--- src/design/amc_map.svh ---
`ifndef AMC_MAP_SVH
`define AMC_MAP_SVH

// ------------------------------------------------------------
// Register offsets (byte addresses)
// ------------------------------------------------------------
`define AMC_OFF_CTRL     12'h000
`define AMC_OFF_IRQ_STAT 12'h004
`define AMC_OFF_IRQ_MASK 12'h008
`define AMC_OFF_STATUS   12'h00c

// ------------------------------------------------------------
// Control register fields
// ------------------------------------------------------------
`define AMC_BIT_DONE     7
`define AMC_BIT_CAPTURE  6
`define AMC_BIT_CONT     5
`define AMC_BIT_SINGLE   4
`define AMC_CTRL_RESET   8'h00

// ------------------------------------------------------------
// Channel codes
// ------------------------------------------------------------
`define AMC_CH_TEMP      4'h8
`define AMC_CH_OUT0      4'h9
`define AMC_CH_OUT1      4'ha
`define AMC_CH_AGND      4'hb
`define AMC_CH_VREF      4'hc
`define AMC_CH_STOP      4'hf

// ------------------------------------------------------------
// Interrupt status bits
// ------------------------------------------------------------
`define AMC_IRQ_DONE     0
`define AMC_IRQ_CAPEND   1
`define AMC_IRQ_RESET    2'h0

`endif

--- src/design/amc_pkg.sv ---
package amc_pkg;

    typedef enum logic [1:0]
    {
        AMC_IDLE = 2'b00,
        AMC_CONV = 2'b01,
        AMC_CAP  = 2'b10
    } amc_state_t;

    // Request to the converter core
    typedef struct packed
    {
        logic       start;
        logic [3:0] channel;
        logic       chan_valid;
    } amc_conv_req_t;

    // Capture engine handshake
    typedef struct packed
    {
        logic       id_valid;
        logic [3:0] id;
    } amc_cap_id_t;

    typedef struct packed
    {
        amc_state_t    state;
        logic [7:0]    ctrl;
        logic [1:0]    irq_stat;
        logic [1:0]    irq_mask;
        logic          irq;
        logic          ale_en;
        logic          cap_next;
        amc_conv_req_t req;
        logic [31:0]   prdata;
        logic          pready;
        logic          pslverr;
        logic [1:0]    trig_sync;
        logic          trig_prev;
    } amc_state_all_t;

endpackage

--- src/design/amc_ctrl.sv ---
`timescale 1ns/1ns
// Contract
// (RULE1) Done flag sets on conversion or capture end
// (RULE2) Done flag clears on vector, or by software
// (RULE3) Software sets capture bit to start capture
// (RULE4) Capture bit self-clears when capture finishes
// (RULE5) Address strobe off while capture bit set; code turns it back on once AMC_CAP is entered
// (RULE6) Continuous bit restarts conversion after each
// (RULE7) Single bit runs exactly one conversion
// (RULE8) Single bit self-clears after its conversion
// (RULE9) Software conversions use register channel field
// (RULE10) Capture conversions use channel from memory
// (RULE11) Codes 0000..0100 select inputs 0..4
// (RULE12) Codes 0101..1100 inputs 5..7 and internals
// (RULE13) Code 1111 from memory ends capture
`include "amc_map.svh"
module amc_ctrl
(
    // APB
    input  wire logic              pclk,
    input  wire logic              presetn,
    input  wire logic              psel,
    input  wire logic              penable,
    input  wire logic              pwrite,
    input  wire logic [11:0]       paddr,
    input  wire logic [31:0]       pwdata,
    output logic      [31:0]       prdata,
    output logic                   pready,
    output logic                   pslverr,
    // Converter core
    output amc_pkg::amc_conv_req_t conv_req,
    input  wire logic              conv_done,
    input  wire logic              ext_trigger,
    // Capture engine
    input  wire amc_pkg::amc_cap_id_t cap_id,
    output logic                   cap_next,
    // Core
    input  wire logic              vector_ack,
    output logic                   ale_en,
    output logic                   irq
);
    import amc_pkg::*;

    amc_state_all_t s_q;
    amc_state_all_t s_d;

    // ------------------------------------------------------------
    // Channel and register address decode
    // ------------------------------------------------------------
    function automatic logic chan_ok(input logic [3:0] code);
        chan_ok = (code <= `AMC_CH_VREF);  // [RULE11] [RULE12]
    endfunction

    function automatic logic is_addr(input logic [11:0] a, input logic [11:0] off);
        is_addr = (a == off);
    endfunction

    function automatic logic reg_hit(input logic [11:0] a);
        reg_hit = is_addr(a, `AMC_OFF_CTRL) || is_addr(a, `AMC_OFF_IRQ_STAT) ||
                  is_addr(a, `AMC_OFF_IRQ_MASK) || is_addr(a, `AMC_OFF_STATUS);
    endfunction

    // ------------------------------------------------------------
    // Next state
    // ------------------------------------------------------------
    always_comb
    begin
        logic wr;
        logic rd;
        logic acc;
        logic rise;
        logic [1:0] ev;
        acc = psel && penable && !s_q.pready;
        // Write lands on the edge that completes the transfer, not earlier
        wr = psel && penable && s_q.pready && pwrite;
        rd = acc && !pwrite;
        ev = 2'h0;
        s_d = s_q;
        s_d.req.start = 1'b0;
        s_d.cap_next = 1'b0;
        s_d.pready = 1'b0;
        s_d.pslverr = 1'b0;
        // Trigger pin passes two flops before the edge detector reads it
        s_d.trig_sync = {s_q.trig_sync[0], ext_trigger};
        s_d.trig_prev = s_q.trig_sync[1];
        rise = s_q.trig_sync[1] & ~s_q.trig_prev;
        // Ready on second access cycle: one wait state
        if (acc)
        begin
            s_d.pready = 1'b1;
            s_d.pslverr = !reg_hit(paddr);
        end
        case (s_q.state)
            AMC_IDLE:
            begin
                if (s_q.ctrl[`AMC_BIT_CAPTURE])
                begin
                    s_d.state = AMC_CAP;
                    s_d.cap_next = 1'b1;
                end
                else if (s_q.ctrl[`AMC_BIT_SINGLE] || s_q.ctrl[`AMC_BIT_CONT] || rise)
                begin
                    s_d.state = AMC_CONV;
                    s_d.req.start = 1'b1;
                    s_d.req.channel = s_q.ctrl[3:0];  // [RULE9]
                    s_d.req.chan_valid = chan_ok(s_q.ctrl[3:0]);
                end
            end
            AMC_CONV:
            begin
                if (conv_done)
                begin
                    ev[`AMC_IRQ_DONE] = 1'b1;
                    s_d.ctrl[`AMC_BIT_DONE] = 1'b1;  // [RULE1]
                    s_d.ctrl[`AMC_BIT_SINGLE] = 1'b0;  // [RULE7] [RULE8]
                    if (s_q.ctrl[`AMC_BIT_CONT] && !s_q.ctrl[`AMC_BIT_CAPTURE])
                    begin
                        s_d.req.start = 1'b1;  // [RULE6]
                        s_d.req.channel = s_q.ctrl[3:0];
                        s_d.req.chan_valid = chan_ok(s_q.ctrl[3:0]);
                    end
                    else
                    begin
                        s_d.state = AMC_IDLE;
                    end
                end
            end
            AMC_CAP:
            begin
                if (cap_id.id_valid && cap_id.id == `AMC_CH_STOP)
                begin
                    s_d.state = AMC_IDLE;  // [RULE13]
                    s_d.ctrl[`AMC_BIT_CAPTURE] = 1'b0;  // [RULE4]
                    s_d.ctrl[`AMC_BIT_DONE] = 1'b1;  // [RULE1]
                    ev[`AMC_IRQ_CAPEND] = 1'b1;
                end
                else if (cap_id.id_valid)
                begin
                    s_d.req.start = 1'b1;
                    s_d.req.channel = cap_id.id;  // [RULE10]
                    s_d.req.chan_valid = chan_ok(cap_id.id);
                end
                else if (conv_done)
                begin
                    s_d.cap_next = 1'b1;
                end
            end
            default:
            begin
                s_d.state = AMC_IDLE;
            end
        endcase
        // Hardware clear on vectoring, unless a new set arrives
        if (vector_ack && !ev[`AMC_IRQ_DONE] && !ev[`AMC_IRQ_CAPEND])
        begin
            s_d.ctrl[`AMC_BIT_DONE] = 1'b0;  // [RULE2]
        end
        if (wr)
        begin
            if (is_addr(paddr, `AMC_OFF_CTRL))
            begin
                // Done flag: software may only clear; hardware set wins
                s_d.ctrl[6:0] = pwdata[6:0];  // [RULE3]
                if (s_q.state == AMC_CAP && !pwdata[`AMC_BIT_CAPTURE])
                begin
                    s_d.state = AMC_IDLE;
                end
                if (!pwdata[`AMC_BIT_DONE] && !ev[`AMC_IRQ_DONE] && !ev[`AMC_IRQ_CAPEND])
                begin
                    s_d.ctrl[`AMC_BIT_DONE] = 1'b0;  // [RULE2]
                end
            end
            else if (is_addr(paddr, `AMC_OFF_IRQ_STAT))
            begin
                s_d.irq_stat = s_q.irq_stat & ~pwdata[1:0];
            end
            else if (is_addr(paddr, `AMC_OFF_IRQ_MASK))
            begin
                s_d.irq_mask = pwdata[1:0];
            end
        end
        s_d.irq_stat = s_d.irq_stat | ev;
        // Unmapped reads return zero; the error flag is raised above
        if (rd)
        begin
            s_d.prdata = 32'h0;
            if (is_addr(paddr, `AMC_OFF_CTRL))
            begin
                s_d.prdata[7:0] = s_q.ctrl;
            end
            else if (is_addr(paddr, `AMC_OFF_IRQ_STAT))
            begin
                s_d.prdata[1:0] = s_q.irq_stat;
            end
            else if (is_addr(paddr, `AMC_OFF_IRQ_MASK))
            begin
                s_d.prdata[1:0] = s_q.irq_mask;
            end
            else if (is_addr(paddr, `AMC_OFF_STATUS))
            begin
                s_d.prdata[1:0] = s_q.state;
            end
        end
        s_d.irq = |(s_d.irq_stat & s_d.irq_mask);
        // Strobe paused while capture is armed, back once capture runs
        s_d.ale_en = !(s_d.ctrl[`AMC_BIT_CAPTURE] && s_d.state != AMC_CAP);  // [RULE5]
    end

    // ------------------------------------------------------------
    // State register
    // ------------------------------------------------------------
    always_ff @(posedge pclk or negedge presetn)
    begin
        if (!presetn)
        begin
            s_q <= '{state: AMC_IDLE, ctrl: `AMC_CTRL_RESET, irq_stat: `AMC_IRQ_RESET,
                     irq_mask: 2'h0, irq: 1'b0, ale_en: 1'b1, cap_next: 1'b0,
                     req: '0, prdata: 32'h0, pready: 1'b0, pslverr: 1'b0,
                     trig_sync: 2'h0, trig_prev: 1'b0};
        end
        else
        begin
            s_q <= s_d;
        end
    end

    assign prdata   = s_q.prdata;
    assign pready   = s_q.pready;
    assign pslverr  = s_q.pslverr;
    assign conv_req = s_q.req;
    assign cap_next = s_q.cap_next;
    assign ale_en   = s_q.ale_en;
    assign irq      = s_q.irq;

endmodule

--- config.mk ---
export PLATFORM = sky130hd
export DESIGN_NAME = amc_ctrl
export DESIGN_NICKNAME = d
export VERILOG_FILES = /design/src/design/amc_pkg.sv /design/src/design/amc_ctrl.sv
export VERILOG_INCLUDE_DIRS = /design/src /design/src/design
export SDC_FILE = /design/constraint.sdc
export NUM_CORES = 1
export LEC_CHECK = 0
export ABC_AREA = 1
export BUFFER_PORTS_ARGS = -buffer_cell sky130_fd_sc_hd__buf_2
export CAP_MARGIN = 20
export CELL_PAD_IN_SITES_DETAIL_PLACEMENT = 1
export CELL_PAD_IN_SITES_GLOBAL_PLACEMENT = 1
export CORE_MARGIN = 1.5
export CORE_UTILIZATION = 33
export CTS_CLUSTER_DIAMETER = 150
export DETAILED_ROUTE_END_ITERATION = 8
export PLACE_DENSITY_LB_ADDON = 0.1
export SYNTH_ARGS = -nofsm -noshare
export SYNTH_HDL_FRONTEND = slang
export SYNTH_SLANG_ARGS = --single-unit
export TNS_END_PERCENT = 1
--- constraint.sdc ---
create_clock -name pclk -period 2 [get_ports pclk]
set_clock_uncertainty 0.2 [all_clocks]
set_input_delay 0.6 -clock pclk [delete_from_list [all_inputs] [get_ports pclk]]
set_output_delay 0.6 -clock pclk [all_outputs]
set_load 0.03 [all_outputs]
* After elaboration in Yosys (flattened, before gate mapping)
Cells that the tools add are included.
** Storage, ports and cells
- Register bits after elaboration :: 36
- Logic and storage cells :: 109
- Input port bits :: 57
- Output and inout bits :: 43
** Operators by class
- Bitwise operators :: 6
- Muxes and demuxes :: 39
- Equal/unequal tests :: 13
- Reductions and logical operators :: 33
- Magnitude comparators :: 2
** Operator list (count)
- $mux 6 :: 6
- $eq 12x4->1 const B :: 2
- $mux 2 :: 12
- $pmux 6 s3 :: 1
- $mux 14 :: 1
- $ne 2x2->1 const B :: 7
- $logic_and 1x1->1 :: 13
- $eq 12x3->1 const B :: 1
- $logic_not 12->1 :: 1
- $mux 1 :: 11
- $mux 10 :: 1
- $logic_not 1->1 :: 9
- $le 4x4->1 const B :: 2
- $mux 4 :: 2
- $mux 7 :: 1
- $reduce_and 7->1 :: 1
- $pmux 2 s3 :: 1
- $logic_or 1x1->1 :: 5
- $and 2x2->2 :: 2
- $eq 4x4->1 const B :: 1
- $pmux 1 s2 :: 2
- $mux 3 :: 1
- $reduce_bool 3->1 :: 1
- $eq 2x1->1 const B :: 1
- other kinds (8) :: 8

* Longest topological paths before layout
Gate-level depths: netlist (run 1).
- Depth after elaboration :: 13
- Gate-level depth with buffers :: 10
- Depth with buffers taken out :: 10

* Least setup slack after synthesis (run 1)
OpenSTA, ideal clock, no wires.
- Path kind :: input -> register
- Start :: in paddr[9]
- End :: reg s_q, in the netlist irq
- Buffers on the path :: 1
- Cell stages on the path :: 9
- Setup time :: 0.117 ns
- Path slack :: 0.300 ns
- Data arrival time :: 1.384 ns
- Required time :: 1.683 ns
- Cell sequence :: nor2_1 -> nand2_1 -> nor2_4 -> buf_6 -> nand3_1 -> o21ai_1 -> nand2_1 -> nand2_1 -> nand2_1
** RTL lines
- start, declared :: line amc_ctrl.sv:25 : input wire logic [11:0] paddr,
- end signal, assigned :: line amc_ctrl.sv:216 : s_q <= '{state: AMC_IDLE, ctrl: `AMC_CTRL_RESET, irq_stat: `AMC_IRQ_RESET,
- end, declared :: line amc_ctrl.sv:44 : amc_state_all_t s_q;

* Final worst setup path (run 1)
- Start :: reg s_q[58] (netlist name)
- End :: reg s_q, in the netlist conv_req[0]
** On the way
- Cells in the longest elaborated chain, start to end :: 3
- Elaborated cells between the ends (all ways) :: 12
- Classes of those cells :: 8 x eq/ne; 1 x mux; 3 x reduce/logical
** RTL lines
- $eq 2x2->1 (tied with other cells) :: line amc_ctrl.sv:93 : case (s_q.state)
- $ne 2x2->1 (no source line) / $reduce_bool 3->1 (equally long branches)
- $reduce_and 7->1 (no source line)
Several ways; a longest one is shown, not always the timed one.
A chain may end at the register's enable or synchronous reset.

==> summary.md, run 1 <==
| Metric | Value |
|---|---|
| Total global routing overflow | `0` |
| Fill count | `roughly 840` |
| Initial Util | `between 30% and 40%` |
| Layout cells sized above 1 | `between 20% and 30%` |
| Port bufs | `51` |
| Yosys reg bits | `36` |
| Cell depth of the worst flop-to-flop path | `10` |
| Pins over their slew limit | `0` |
| DRT Pass-1 Iters | `8` |
| DRC | `3` |
| Post-Route WL | `between 5 and 6 mm` |
| CP Class | `flop to flop` |
| Sw Ratio | `between 40% and 50%` |
| Crit end category | `flop` |
| Utilization after layout | `38.9%` |
| DP Worst Slack | `between 20 and 25 ps` |
| Min setup slack post-route | `between 150 and 200 ps` |
| Clk network pwr share | `between 20% and 30%` |
| Final min period | `approximately 1800 ps` |
| Clock sink count | `36` |
| Final net count | `392` |
| Max IR drop VDD | `roughly 0.34 mV` |
| Maxcap violations | `0` |
| Leakage Power | `around 1.4 nW` |
| Sequential share of the synthesized area | `approximately 40%` |
| RSZ-0062 raised after global routing | `false` |
| Post-Syn Area | `roughly 0.0022 sq mm` |
| Ys Warns | `0` |
| Cell count after synthesis | `between 200 and 300` |
| CP required | `a little under 2000 ps` |
| Via count | `1824` |
| Outcome | `finished, violations left` |
| First-pass GRT wire length | `8.49 mm` |
| Post-synthesis cell type count | `28` |
| Internal power | `~0.0015 W` |
| Setup tns final | `0 ps` |
| Crit-path max FO | `6` |
| GRT Util Overall | `between 10% and 20%` |
| Pwr per Cell Area | `1030 mW/mm^2` |
| Synth top area share | `between 30% and 40%` |
| Period Utilization, post-route | `just over 90%` |
| Placeable core area | `around 0.0065 sq mm` |
| CTS Buf Count | `5` |
| Pin count of the biggest net entering global routing | `21` |
| DR vias/cell | `4.47` |
| Clk slew on worst S/H paths | `roughly 70 ps` |
| Die width | `85.3 um` |
| Io pins | `100` |
| Inserted Diodes | `0` |
| Maximum clock insertion buffer count | `2` |
| Post-DP HPWL | `4.14 mm` |
| Final Cell Area | `0.00251 sq mm` |
| Top area cells in the synthesized netlist | `dfrtp_1 39%, buf_4 13%, nand2_1 12%, nand3_1 5.4%, inv_1 4.9%` |
| Setup Fix Bufs, Post-CTS | `0` |
| Num rows | `29` |
| Initial antenna violation count | `0` |
| Die H | `about 85 um` |
| Avg Cell Area, Syn | `around 7.9 sq um` |
| Hold Violations, Final | `0` |
| Arr. time, crit path | `approximately 1800 ps` |
| Post-DRT Antenna Nets | `0` |
| 1st-iter DRT viols | `between 50 and 60` |
| Psw | `0.00109 W` |
| Clk_lat worst skew | `~290 ps` |
| Setup violations, final | `0` |
| Placement Cell Area | `approximately 0.0024 sq mm` |
| H-tree depth | `2` |
| Placer Congestion | `~0.8` |
| Combinational power share | `~42%` |
| P&R area growth vs syn | `12.5%` |
| Max frequency | `around 540 MHz` |
| Vias in the first global route | `around 1800` |
| Hold Crit Class | `primary input to asynchronous set/reset pin` |
| CTS Root Cell | `clkbuf_8` |
| Sequential Power Share | `between 30% and 40%` |
| Failing checks | `design-rule violations` |
| Startpoint Class | `flop` |
| CTS tree | `done` |
| Die ar. | `about 0.0073 sq mm` |
| Synth area leader | `dfrtp_1` |
| Post-DR wirelength/cell | `12.4 um` |
through the flow:
step                      total power, W  cells  hold slack [ps]
after floorplan                  0.00183    306              104
after CTS                        0.00263    408             56.9
after global routing             0.00280    408             66.9
final                            0.00258    408             50.6
after detailed placement         0.00207    400              162
after global placement           0.00205    400              133
worst paths after layout:
kind	startpoint	endpoint	slack, ps
max	s_q[58]	conv_req[0]	160
max reg2reg	s_q[58]	conv_req[0]	160
min	presetn	s_q[47]	50
max in group asynchronous	presetn	s_q[51]	1090
min in group pclk	s_d[2]	s_d[0]	170
min reg2reg	s_d[2]	s_d[0]	170
kinds of logic after synthesis:
group | share of synthesized area, %
and+or+nand+nor | 26.9
buffers and inverters | 20.5
DFF | 40.3
AOI/OAI and AO/OA | 9.35
adders and majority gates | 2.80
other | 0.168
routing by layer:
metal / vias up / wire length [um] / GRT usage [%] / share of wire, %
met3: 7 / 239 / 3.40 / 4.7
met1: 840 / 2330 / 19.5 / 46
li1: 925 / - / - / -
met2: 52 / 2410 / 24.4 / 48
met4: 0 / 79 / 5.28 / 1.6
met5: - / 0 / 0 / 0
critical path, cell delays in order (launching register included):
cell and delay, ps:
dfrtp_1 420, inv_1 100, ha_1 250, nand2_1 160, nor2_4 70, inv_1 90
nand2_1 100, nor2_4 160, inv_2 80, nand2_1 60, nand2_1 50
synthesized netlist by cell type, drive strengths merged:
cell type   n
a21oi       5
o211ai      2
nand3b      1
dfrtp      35
ha          5
a211oi      1
o31ai       6
nand2      74
o21bai      1
o22ai       1
conb        1
nand3      25
nor2       25
dfstp       1
nand4       2
o21ai      19
buf        42
nor3        2
inv        35
layout by cell type (no fill, tap or decap), drive strengths merged:
cell / instances
nand3b: 1
nand3: 25
nand2: 74
o31ai: 6
clkinv: 2
a21oi: 5
buf: 59
clkbuf: 6
ha: 5
nor3: 2
o21ai: 19
o22ai: 1
dfstp: 1
o211ai: 2
nand4: 2
a211oi: 1
inv: 35
dfrtp: 35
conb: 24
nor2: 25
o21bai: 1
power groups by stage:
stage / combinational (W) / clock, W / sequential [W]
after floorplan: 0.000837 / 0 / 0.000997
after global placement: 0.00109 / 0 / 0.000961
after detailed placement: 0.00110 / 0 / 0.000966
after CTS: 0.00111 / 0.000570 / 0.000951
after global routing: 0.00123 / 0.000596 / 0.000971
final: 0.00109 / 0.000541 / 0.000948
sequential cells by signal (all words and copies together), names as in the netlist:
name and flops:
s_d 2, pready 1, s_q 15, irq 1, pslverr 1, ale_en 1, prdata 8, cap_next 1
conv_req 6
what timing repair did:
item,CTS,global route
gates resized for setup,0,1
endpoints found under the setup margin,0,4
hold endpoints to repair,0,0
hold buffers,0,0
cell type report:
cell class | instances | area (sq um) | area share (%)
tap | 77 | 96.3 | 3.83
inverter | 35 | 131 | 5.22
multi-input combinational | 193 | 965 | 38.4
clock inverter | 2 | 10.0 | 0.398
sequential | 36 | 902 | 35.9
timing repair buffer | 59 | 328 | 13.0
clock buffer | 6 | 82.6 | 3.28
Note: power is estimated with default switching activity, not from simulation.
==> inputs of run 2 (changes only) <==
--- a/config.mk
+++ b/config.mk
@@ -16,6 +16,7 @@
 export CTS_CLUSTER_DIAMETER = 150
 export DETAILED_ROUTE_END_ITERATION = 8
 export PLACE_DENSITY_LB_ADDON = 0.1
+export SETUP_SLACK_MARGIN = 0.2
 export SYNTH_ARGS = -nofsm -noshare
 export SYNTH_HDL_FRONTEND = slang
 export SYNTH_SLANG_ARGS = --single-unit
==> summary.md, run 2 (synthesized netlist as in run 1, its figures left out) <==
| Metric | Value |
|---|---|
| Outcome | `finished, violations left (unchanged)` |
| Biggest register | `s_q (unchanged)` |
| Failing checks | `design-rule violations (unchanged)` |
| Leakage Power | `1.37 nW (was 1.36 nW)` |
| Multi-input gate area | `0.00101 sq mm (was 965 sq um)` |
| Arr. time, crit path | `950 ps (was 1820 ps)` |
| First-pass GRT wire length | `8.56 mm (was 8.49 mm)` |
| Clk slew on worst S/H paths | `80 ps (was 70 ps)` |
| Worst path bufs/invs | `1 (was 3)` |
| CP required | `1200 ps (was 1980 ps)` |
| Commonest non-fill, non-tap cells in the layout | `70 x nand2_1, 50 x buf_2, 33 x dfrtp_1 (was 72 x nand2_1, 51 x buf_2, 35 x dfrtp_1)` |
| Fill count | `841 (was 843)` |
| Worst R2R Setup Slack | `280 ps (was 160 ps)` |
| Crit end category | `output pin (was flop)` |
| Setup violations, final | `0 (unchanged)` |
| 1st-iter DRT viols | `47 (was 54)` |
| Final min period | `1750 ps (was 1840 ps)` |
| P&R area growth vs syn | `15.3% (was 12.5%)` |
| Critical path origin | `ale_en (was s_q[58])` |
| CP Class | `flop to output pin (was flop to flop)` |
| Hold Violations, Final | `0 (unchanged)` |
| CTS Buf Count | `5 (unchanged)` |
| Placeable core area | `0.00646 sq mm (unchanged)` |
| CTS tree | `done (unchanged)` |
| Max FFs per register | `15 (unchanged)` |
| # hold bufs at CTS | `0 (unchanged)` |
| Die ar. | `0.00728 sq mm (unchanged)` |
| Clock sink count | `36 (unchanged)` |
| Maximum clock insertion buffer count | `2 (unchanged)` |
| Initial antenna violation count | `0 (unchanged)` |
| Post-DR wirelength/cell | `12.5 um (was 12.4 um)` |
| Vias in the first global route | `1787 (was 1772)` |
| Hold Crit Class | `primary input to asynchronous set/reset pin (unchanged)` |
| Pin count of the biggest net entering global routing | `21 (unchanged)` |
| Pwr per Cell Area | `1040 mW/mm^2 (was 1030 mW/mm^2)` |
| Maxcap violations | `0 (unchanged)` |
| Max frequency | `570 MHz (was 544 MHz)` |
| Placer Congestion | `0.811 (unchanged)` |
| DR vias/cell | `4.49 (was 4.47)` |
| Worst R2R Start | `s_q[59] (was s_q[58])` |
| Setup tns final | `0 ps (unchanged)` |
| Io pins | `100 (unchanged)` |
| Max IR drop VDD | `0.347 mV (was 0.337 mV)` |
| H-tree depth | `2 (unchanged)` |
| Layout cells sized above 1 | `30.6% (was 27.2%)` |
| Reg area | `905 sq um (was 902 sq um)` |
| Die width | `85.3 um (unchanged)` |
| Clk_lat worst skew | `290 ps (about the same)` |
| CP max-delay cell | `dfstp_2 (was dfrtp_1)` |
| GRT Util Overall | `15.1% (was 14.9%)` |
| Inserted Diodes | `0 (unchanged)` |
| Power, Total | `0.00268 W (was 0.00258 W)` |
| Most common cell after layout, fill and taps aside | `nand2_1 (unchanged)` |
| Reg-to-reg endpoint | `conv_req[0] (unchanged)` |
| Post-Route WL | `5.13 mm (was 5.06 mm)` |
| CTS Root Cell | `clkbuf_8 (unchanged)` |
| Startpoint Class | `flop (unchanged)` |
| Initial Util | `34.6% (unchanged)` |
| Post-DRT Antenna Nets | `0 (unchanged)` |
| Final net count | `394 (was 392)` |
| CP peak stage delay | `520 ps (was 420 ps)` |
| Delay-heaviest family, CP | `flip-flops (was simple AND/OR/NAND/NOR gates)` |
| DRC | `3 (unchanged)` |
| Period Utilization, post-route | `87.7% (was 91.9%)` |
| Post-DP HPWL | `4.14 mm (unchanged)` |
| Port bufs | `51 (unchanged)` |
| Pins over their slew limit | `0 (unchanged)` |
| Cell depth of the worst flop-to-flop path | `8 (was 10)` |
| Crit path cell chain | `buf_4 (was inv_1 -> ha_1 -> nand2_1 -> nor2_4 -> inv_1 -> nand2_1 -> nor2_4 -> inv_2 -> nand2_1 -> nand2_1)` |
| RSZ-0062 raised after global routing | `true (was false)` |
| Crit-path max FO | `1 (was 6)` |
| Num rows | `29 (unchanged)` |
| Die H | `85.3 um (unchanged)` |
| DRT Pass-1 Iters | `8 (unchanged)` |
| Via count | `1842 (was 1824)` |
| Total global routing overflow | `0 (unchanged)` |
-- run 2: per-layer routing --
layer	share of wire (%)	GRT usage (%)	wire length, um
met5	0	0	0
met4	1.5	5.28	79
met3	4.3	3.40	220
met2	48	24.7	2470
met1	46	19.6	2360
-- run 2: timing repair --
item | in CTS | in global routing
buffers inserted | 1 | 1
pin swaps | 0 | 1
resized for setup | 3 | 12
cloned | 0 | 0
setup endpoints to repair | 6 | 6
-- run 2: per-stage QoR --
stage | utilization [%] | hold slack [ps] | instance area [sq um] | std cells | setup WS (ps)
after floorplan | - | 104 | 2320 | 306 | 300
after global placement | 37.5 | 133 | 2420 | 400 | 46.7
after detailed placement | 37.5 | 162 | 2420 | 400 | 24.6
after CTS | 39.1 | 56.9 | 2530 | 409 | 200
after global routing | 39.9 | 66.8 | 2580 | 410 | 170
final | 39.9 | 49.5 | 2580 | 410 | 246
-- run 2: power by group --
group	total, W	leakage (nW)	internal [W]	switching [W]
registers	0.000960	0.437	0.000874	0.0000853
logic	0.00118	0.880	0.000404	0.000775
clock network	0.000542	0.0510	0.000275	0.000267
total	0.00268	1.37	0.00155	0.00113
-- run 2: final cells by class --
cell class / count / area share [%]
multi-input combinational: 193 / 39.1
sequential: 36 / 35.1
timing repair buffer: 61 / 13.4
inverter: 35 / 5.09
tap: 77 / 3.74
clock buffer: 6 / 3.20
clock inverter: 2 / 0.388
-- run 2: how the worst max path moves through the flow --
stage,endpoint,cells past startpoint
detailed placement,irq,9
global placement,irq,10
finish,ale_en,1
CTS,conv_req[0],8
floorplan,irq,9
global route,conv_req[0],8
==> inputs of run 3 (changes only) <==
--- a/config.mk
+++ b/config.mk
@@ -6,7 +6,6 @@
 export SDC_FILE = /design/constraint.sdc
 export NUM_CORES = 1
 export LEC_CHECK = 0
-export ABC_AREA = 1
 export BUFFER_PORTS_ARGS = -buffer_cell sky130_fd_sc_hd__buf_2
 export CAP_MARGIN = 20
 export CELL_PAD_IN_SITES_DETAIL_PLACEMENT = 1
==> constraint.sdc (replaced) <==
create_clock -name pclk -period 2 [get_ports pclk]
set_clock_uncertainty 0.2 [all_clocks]
set_input_delay 0.4 -clock pclk [delete_from_list [all_inputs] [get_ports pclk]]
set_output_delay 0.4 -clock pclk [all_outputs]
set_load 0.03 [all_outputs]
==> summary.md, run 3 <==
| Metric | Value |
|---|---|
| Outcome | `finished, violations left (unchanged)` |
| Failing checks | `negative setup slack (was design-rule violations)` |
| Avg Cell Area, Syn | `9.92 sq um (was 7.90 sq um)` |
| CP Class | `primary input to flop (was flop to output pin)` |
| Port bufs | `51 (unchanged)` |
| Combinational family with the most area after synthesis | `simple AND/OR/NAND/NOR gates (unchanged)` |
| CTS Buf Count | `5 (unchanged)` |
| Final min period | `2380 ps (was 1750 ps)` |
| Clk slew on worst S/H paths | `70 ps (was 80 ps)` |
| Post-synthesis cell type count | `45 (was 28)` |
| Max FFs per register | `15 (unchanged)` |
| Top cells by count, synth | `38 x buf_4, 35 x dfrtp_1, 29 x nand2_1 (was 72 x nand2_1, 39 x buf_4, 35 x dfrtp_1)` |
| Min-Delay Startpoint | `ext_trigger` |
| CTS Root Cell | `clkbuf_8 (unchanged)` |
| Inserted Diodes | `0 (unchanged)` |
| 1st-iter DRT viols | `75 (was 47)` |
| Via count | `1601 (was 1842)` |
| Placement Cell Area | `0.00230 sq mm (was 0.00242 sq mm)` |
| Power, Total | `0.00185 W (was 0.00268 W)` |
| Multi-input gate area | `976 sq um (was 0.00101 sq mm)` |
| Leakage Power | `1.28 nW (was 1.37 nW)` |
| Vias in the first global route | `1607 (was 1787)` |
| Post-Route WL | `4.92 mm (was 5.13 mm)` |
| Post-Syn Area | `0.00204 sq mm (was 0.00224 sq mm)` |
| Placeable core area | `0.00596 sq mm (was 0.00646 sq mm)` |
| P&R area growth vs syn | `22.4% (was 15.3%)` |
| Hold Crit Class | `primary input to flop (was primary input to asynchronous set/reset pin)` |
| Maxcap violations | `0 (unchanged)` |
| Maximum clock insertion buffer count | `2 (unchanged)` |
| Post-DP HPWL | `3.74 mm (was 4.14 mm)` |
| DRC | `0 (was 3)` |
| CTS tree | `done (unchanged)` |
| GRT Util Overall | `16.1% (was 15.1%)` |
| Reg area | `902 sq um (was 905 sq um)` |
| Most common cell after layout, fill and taps aside | `buf_2 (was nand2_1)` |
| Max IR drop VDD | `0.300 mV (was 0.347 mV)` |
| Total global routing overflow | `0 (unchanged)` |
| H-tree depth | `2 (unchanged)` |
| Synth top area share | `42.9% (was 39.2%)` |
| Die ar. | `0.00667 sq mm (was 0.00728 sq mm)` |
| Placer Congestion | `0.795 (was 0.811)` |
| Compound-gate portion of the synthesized area | `15.4% (was 9.35%)` |
| Die H | `81.7 um (was 85.3 um)` |
| Crit end category | `flop (was output pin)` |
| Setup violations, final | `20 (was 0)` |
| RSZ-0062 raised after global routing | `true (unchanged)` |
| Min setup slack post-route | `-379 ps (was 246 ps)` |
| FFs w/ async S/R, synth | `100% (unchanged)` |
| Crit-path max FO | `4 (was 1)` |
| Period Utilization, post-route | `119% (was 87.7%)` |
| DR vias/cell | `4.78 (was 4.49)` |
| Post-synthesis adder-cell area fraction | `3.06% (was 2.80%)` |
| Count leader, synth | `buf_4 (was nand2_1)` |
| Hold Violations, Final | `0 (unchanged)` |
| Post-synthesis mux area share | `3.31% (was 0%)` |
| EDFF count, synth | `0 (unchanged)` |
| Initial Util | `34.3% (was 34.6%)` |
| Biggest register | `s_q (unchanged)` |
| Utilization after layout | `42.0% (was 39.9%)` |
| Post-DR wirelength/cell | `14.7 um (was 12.5 um)` |
| Ys Warns | `0 (unchanged)` |
| Commonest non-fill, non-tap cells in the layout | `50 x buf_2, 35 x dfrtp_1, 29 x nand2_1 (was 70 x nand2_1, 50 x buf_2, 33 x dfrtp_1)` |
| Max frequency | `420 MHz (was 570 MHz)` |
| DP Worst Slack | `-790 ps (was 24.6 ps)` |
| Final net count | `322 (was 394)` |
| Startpoint Class | `primary input (was flop)` |
| Die width | `81.7 um (was 85.3 um)` |
| Sequential share of the synthesized area | `44.2% (was 40.3%)` |
| Io pins | `100 (unchanged)` |
| First-pass GRT wire length | `8.08 mm (was 8.56 mm)` |
| Pin count of the biggest net entering global routing | `37 (was 21)` |
| Clock sink count | `36 (unchanged)` |
| Arr. time, crit path | `2360 ps (was 950 ps)` |
| Num rows | `28 (was 29)` |
| Layout cells sized above 1 | `38.1% (was 30.6%)` |
| DRT Pass-1 Iters | `4 (was 8)` |
| Worst R2R Start | `s_q[58] (was s_q[59])` |
| Critical path origin | `paddr[0] (was ale_en)` |
| Ys flop type | `dfrtp_1 (unchanged)` |
| Post-DRT Antenna Nets | `0 (unchanged)` |
| Setup tns final | `-5070 ps (was 0 ps)` |
| CP required | `1980 ps (was 1200 ps)` |
| Yosys reg bits | `36 (unchanged)` |
| Clk_lat worst skew | `290 ps (about the same)` |
| Final Cell Area | `0.00250 sq mm (was 0.00258 sq mm)` |
| Top area cells in the synthesized netlist | `dfrtp_1 43%, buf_4 14%, nand2_1 5.3%, a22o_1 3.9%, ha_1 3.1% (was dfrtp_1 39%, buf_4 13%, nand2_1 12%, nand3_1 5.4%, inv_1 4.9%)` |
| Synth area leader | `dfrtp_1 (unchanged)` |
| Initial antenna violation count | `0 (unchanged)` |
| Pins over their slew limit | `0 (unchanged)` |
| Cell count after synthesis | `206 (was 283)` |
| XOR/XNOR Fraction of Synth Area | `0% (unchanged)` |
| Pwr per Cell Area | `741 mW/mm^2 (was 1040 mW/mm^2)` |
| Fill count | `727 (was 841)` |
| Simple-Gate Fraction of Synth Area | `17.5% (was 26.9%)` |
==> run 3: cell count changes after synthesis, moves of 6 or more <==
cell / previous run / this run
nand2_1: 72 / 29
inv_1: 29 / 6
nand3_1: 24 / 5
o21ai_0: 15 / 3
nor2_1: 16 / 5
a22o_1: 0 / 9
nor2_4: 7 / 0
clkbuf_1: 0 / 6
inv_2: 6 / 0
==> run 3: repair_timing <==
| item | CTS | global route |
|---|---|---|
| hold buffers | 1 | 0 |
| pin swaps | 8 | 3 |
| buffers inserted | 0 | 0 |
| resized for setup | 14 | 8 |
| gates cloned | 0 | 0 |
| endpoints found under the setup margin | 26 | 27 |
| endpoints found under the hold margin | 35 | 0 |
==> run 3: stage by stage <==
stage                     hold WS (ps)  instances
final                             15.1        335
after global routing              9.42        335
after CTS                         6.71        335
after detailed placement           137        327
after global placement             133        327
after floorplan                  -95.6        229
==> run 3: kinds of logic (layout without fill, tap and decap cells) <==
logic type                 after synthesis  after routing
AOI/OAI and AO/OA                       44             44
adders and majority gates                5              5
buffers and inverters                   51             82
DFF                                     36             36
muxes                                    4              4
other                                    1             24
and+or+nand+nor                         65             65
==> run 3: final cells by class <==
type	instances	area share, %
Clock buffer	7	3.85
Sequential cell	36	36.1
Inverter	6	0.900
Multi-Input combinational cell	142	39.0
Tap cell	75	3.75
Timing Repair Buffer	69	16.4
==> run 3: metal layers <==
layer  up-vias  part of all wire [%]  routed length [um]  GRT usage, %
met5         -                     0                   0             0
met4         0                   1.4                  70          5.08
met3         6                   4.8                 238          3.67
met2        42                    47                2330          25.9
met1       779                    46                2280          21.4
li1        774                     -                   -             -
==> run 3: final timing paths <==
path	end	slack [ps]	cells past startpoint
max in group asynchronous	ale_en	780	3
worst max register to register	s_q[56]	30	7
worst max-delay path	irq	-380	6
worst min-delay path	s_d[2]	20	1
worst min register to register	s_d[0]	150	0
min in group asynchronous	irq	470	3
==> run 3: power by group <==
group	switching (W)	leakage, nW	internal [W]
logic	0.000296	0.742	0.000204
registers	0.0000312	0.483	0.000762
clock network	0.000252	0.0503	0.000307
total	0.000580	1.28	0.00127
==> run 3: critical path: stages <==
cell and delay, ps:
buf_6 90, or4_4 530, or4_4 580, nor4_4 220
mux2_4 340, a22o_1 200
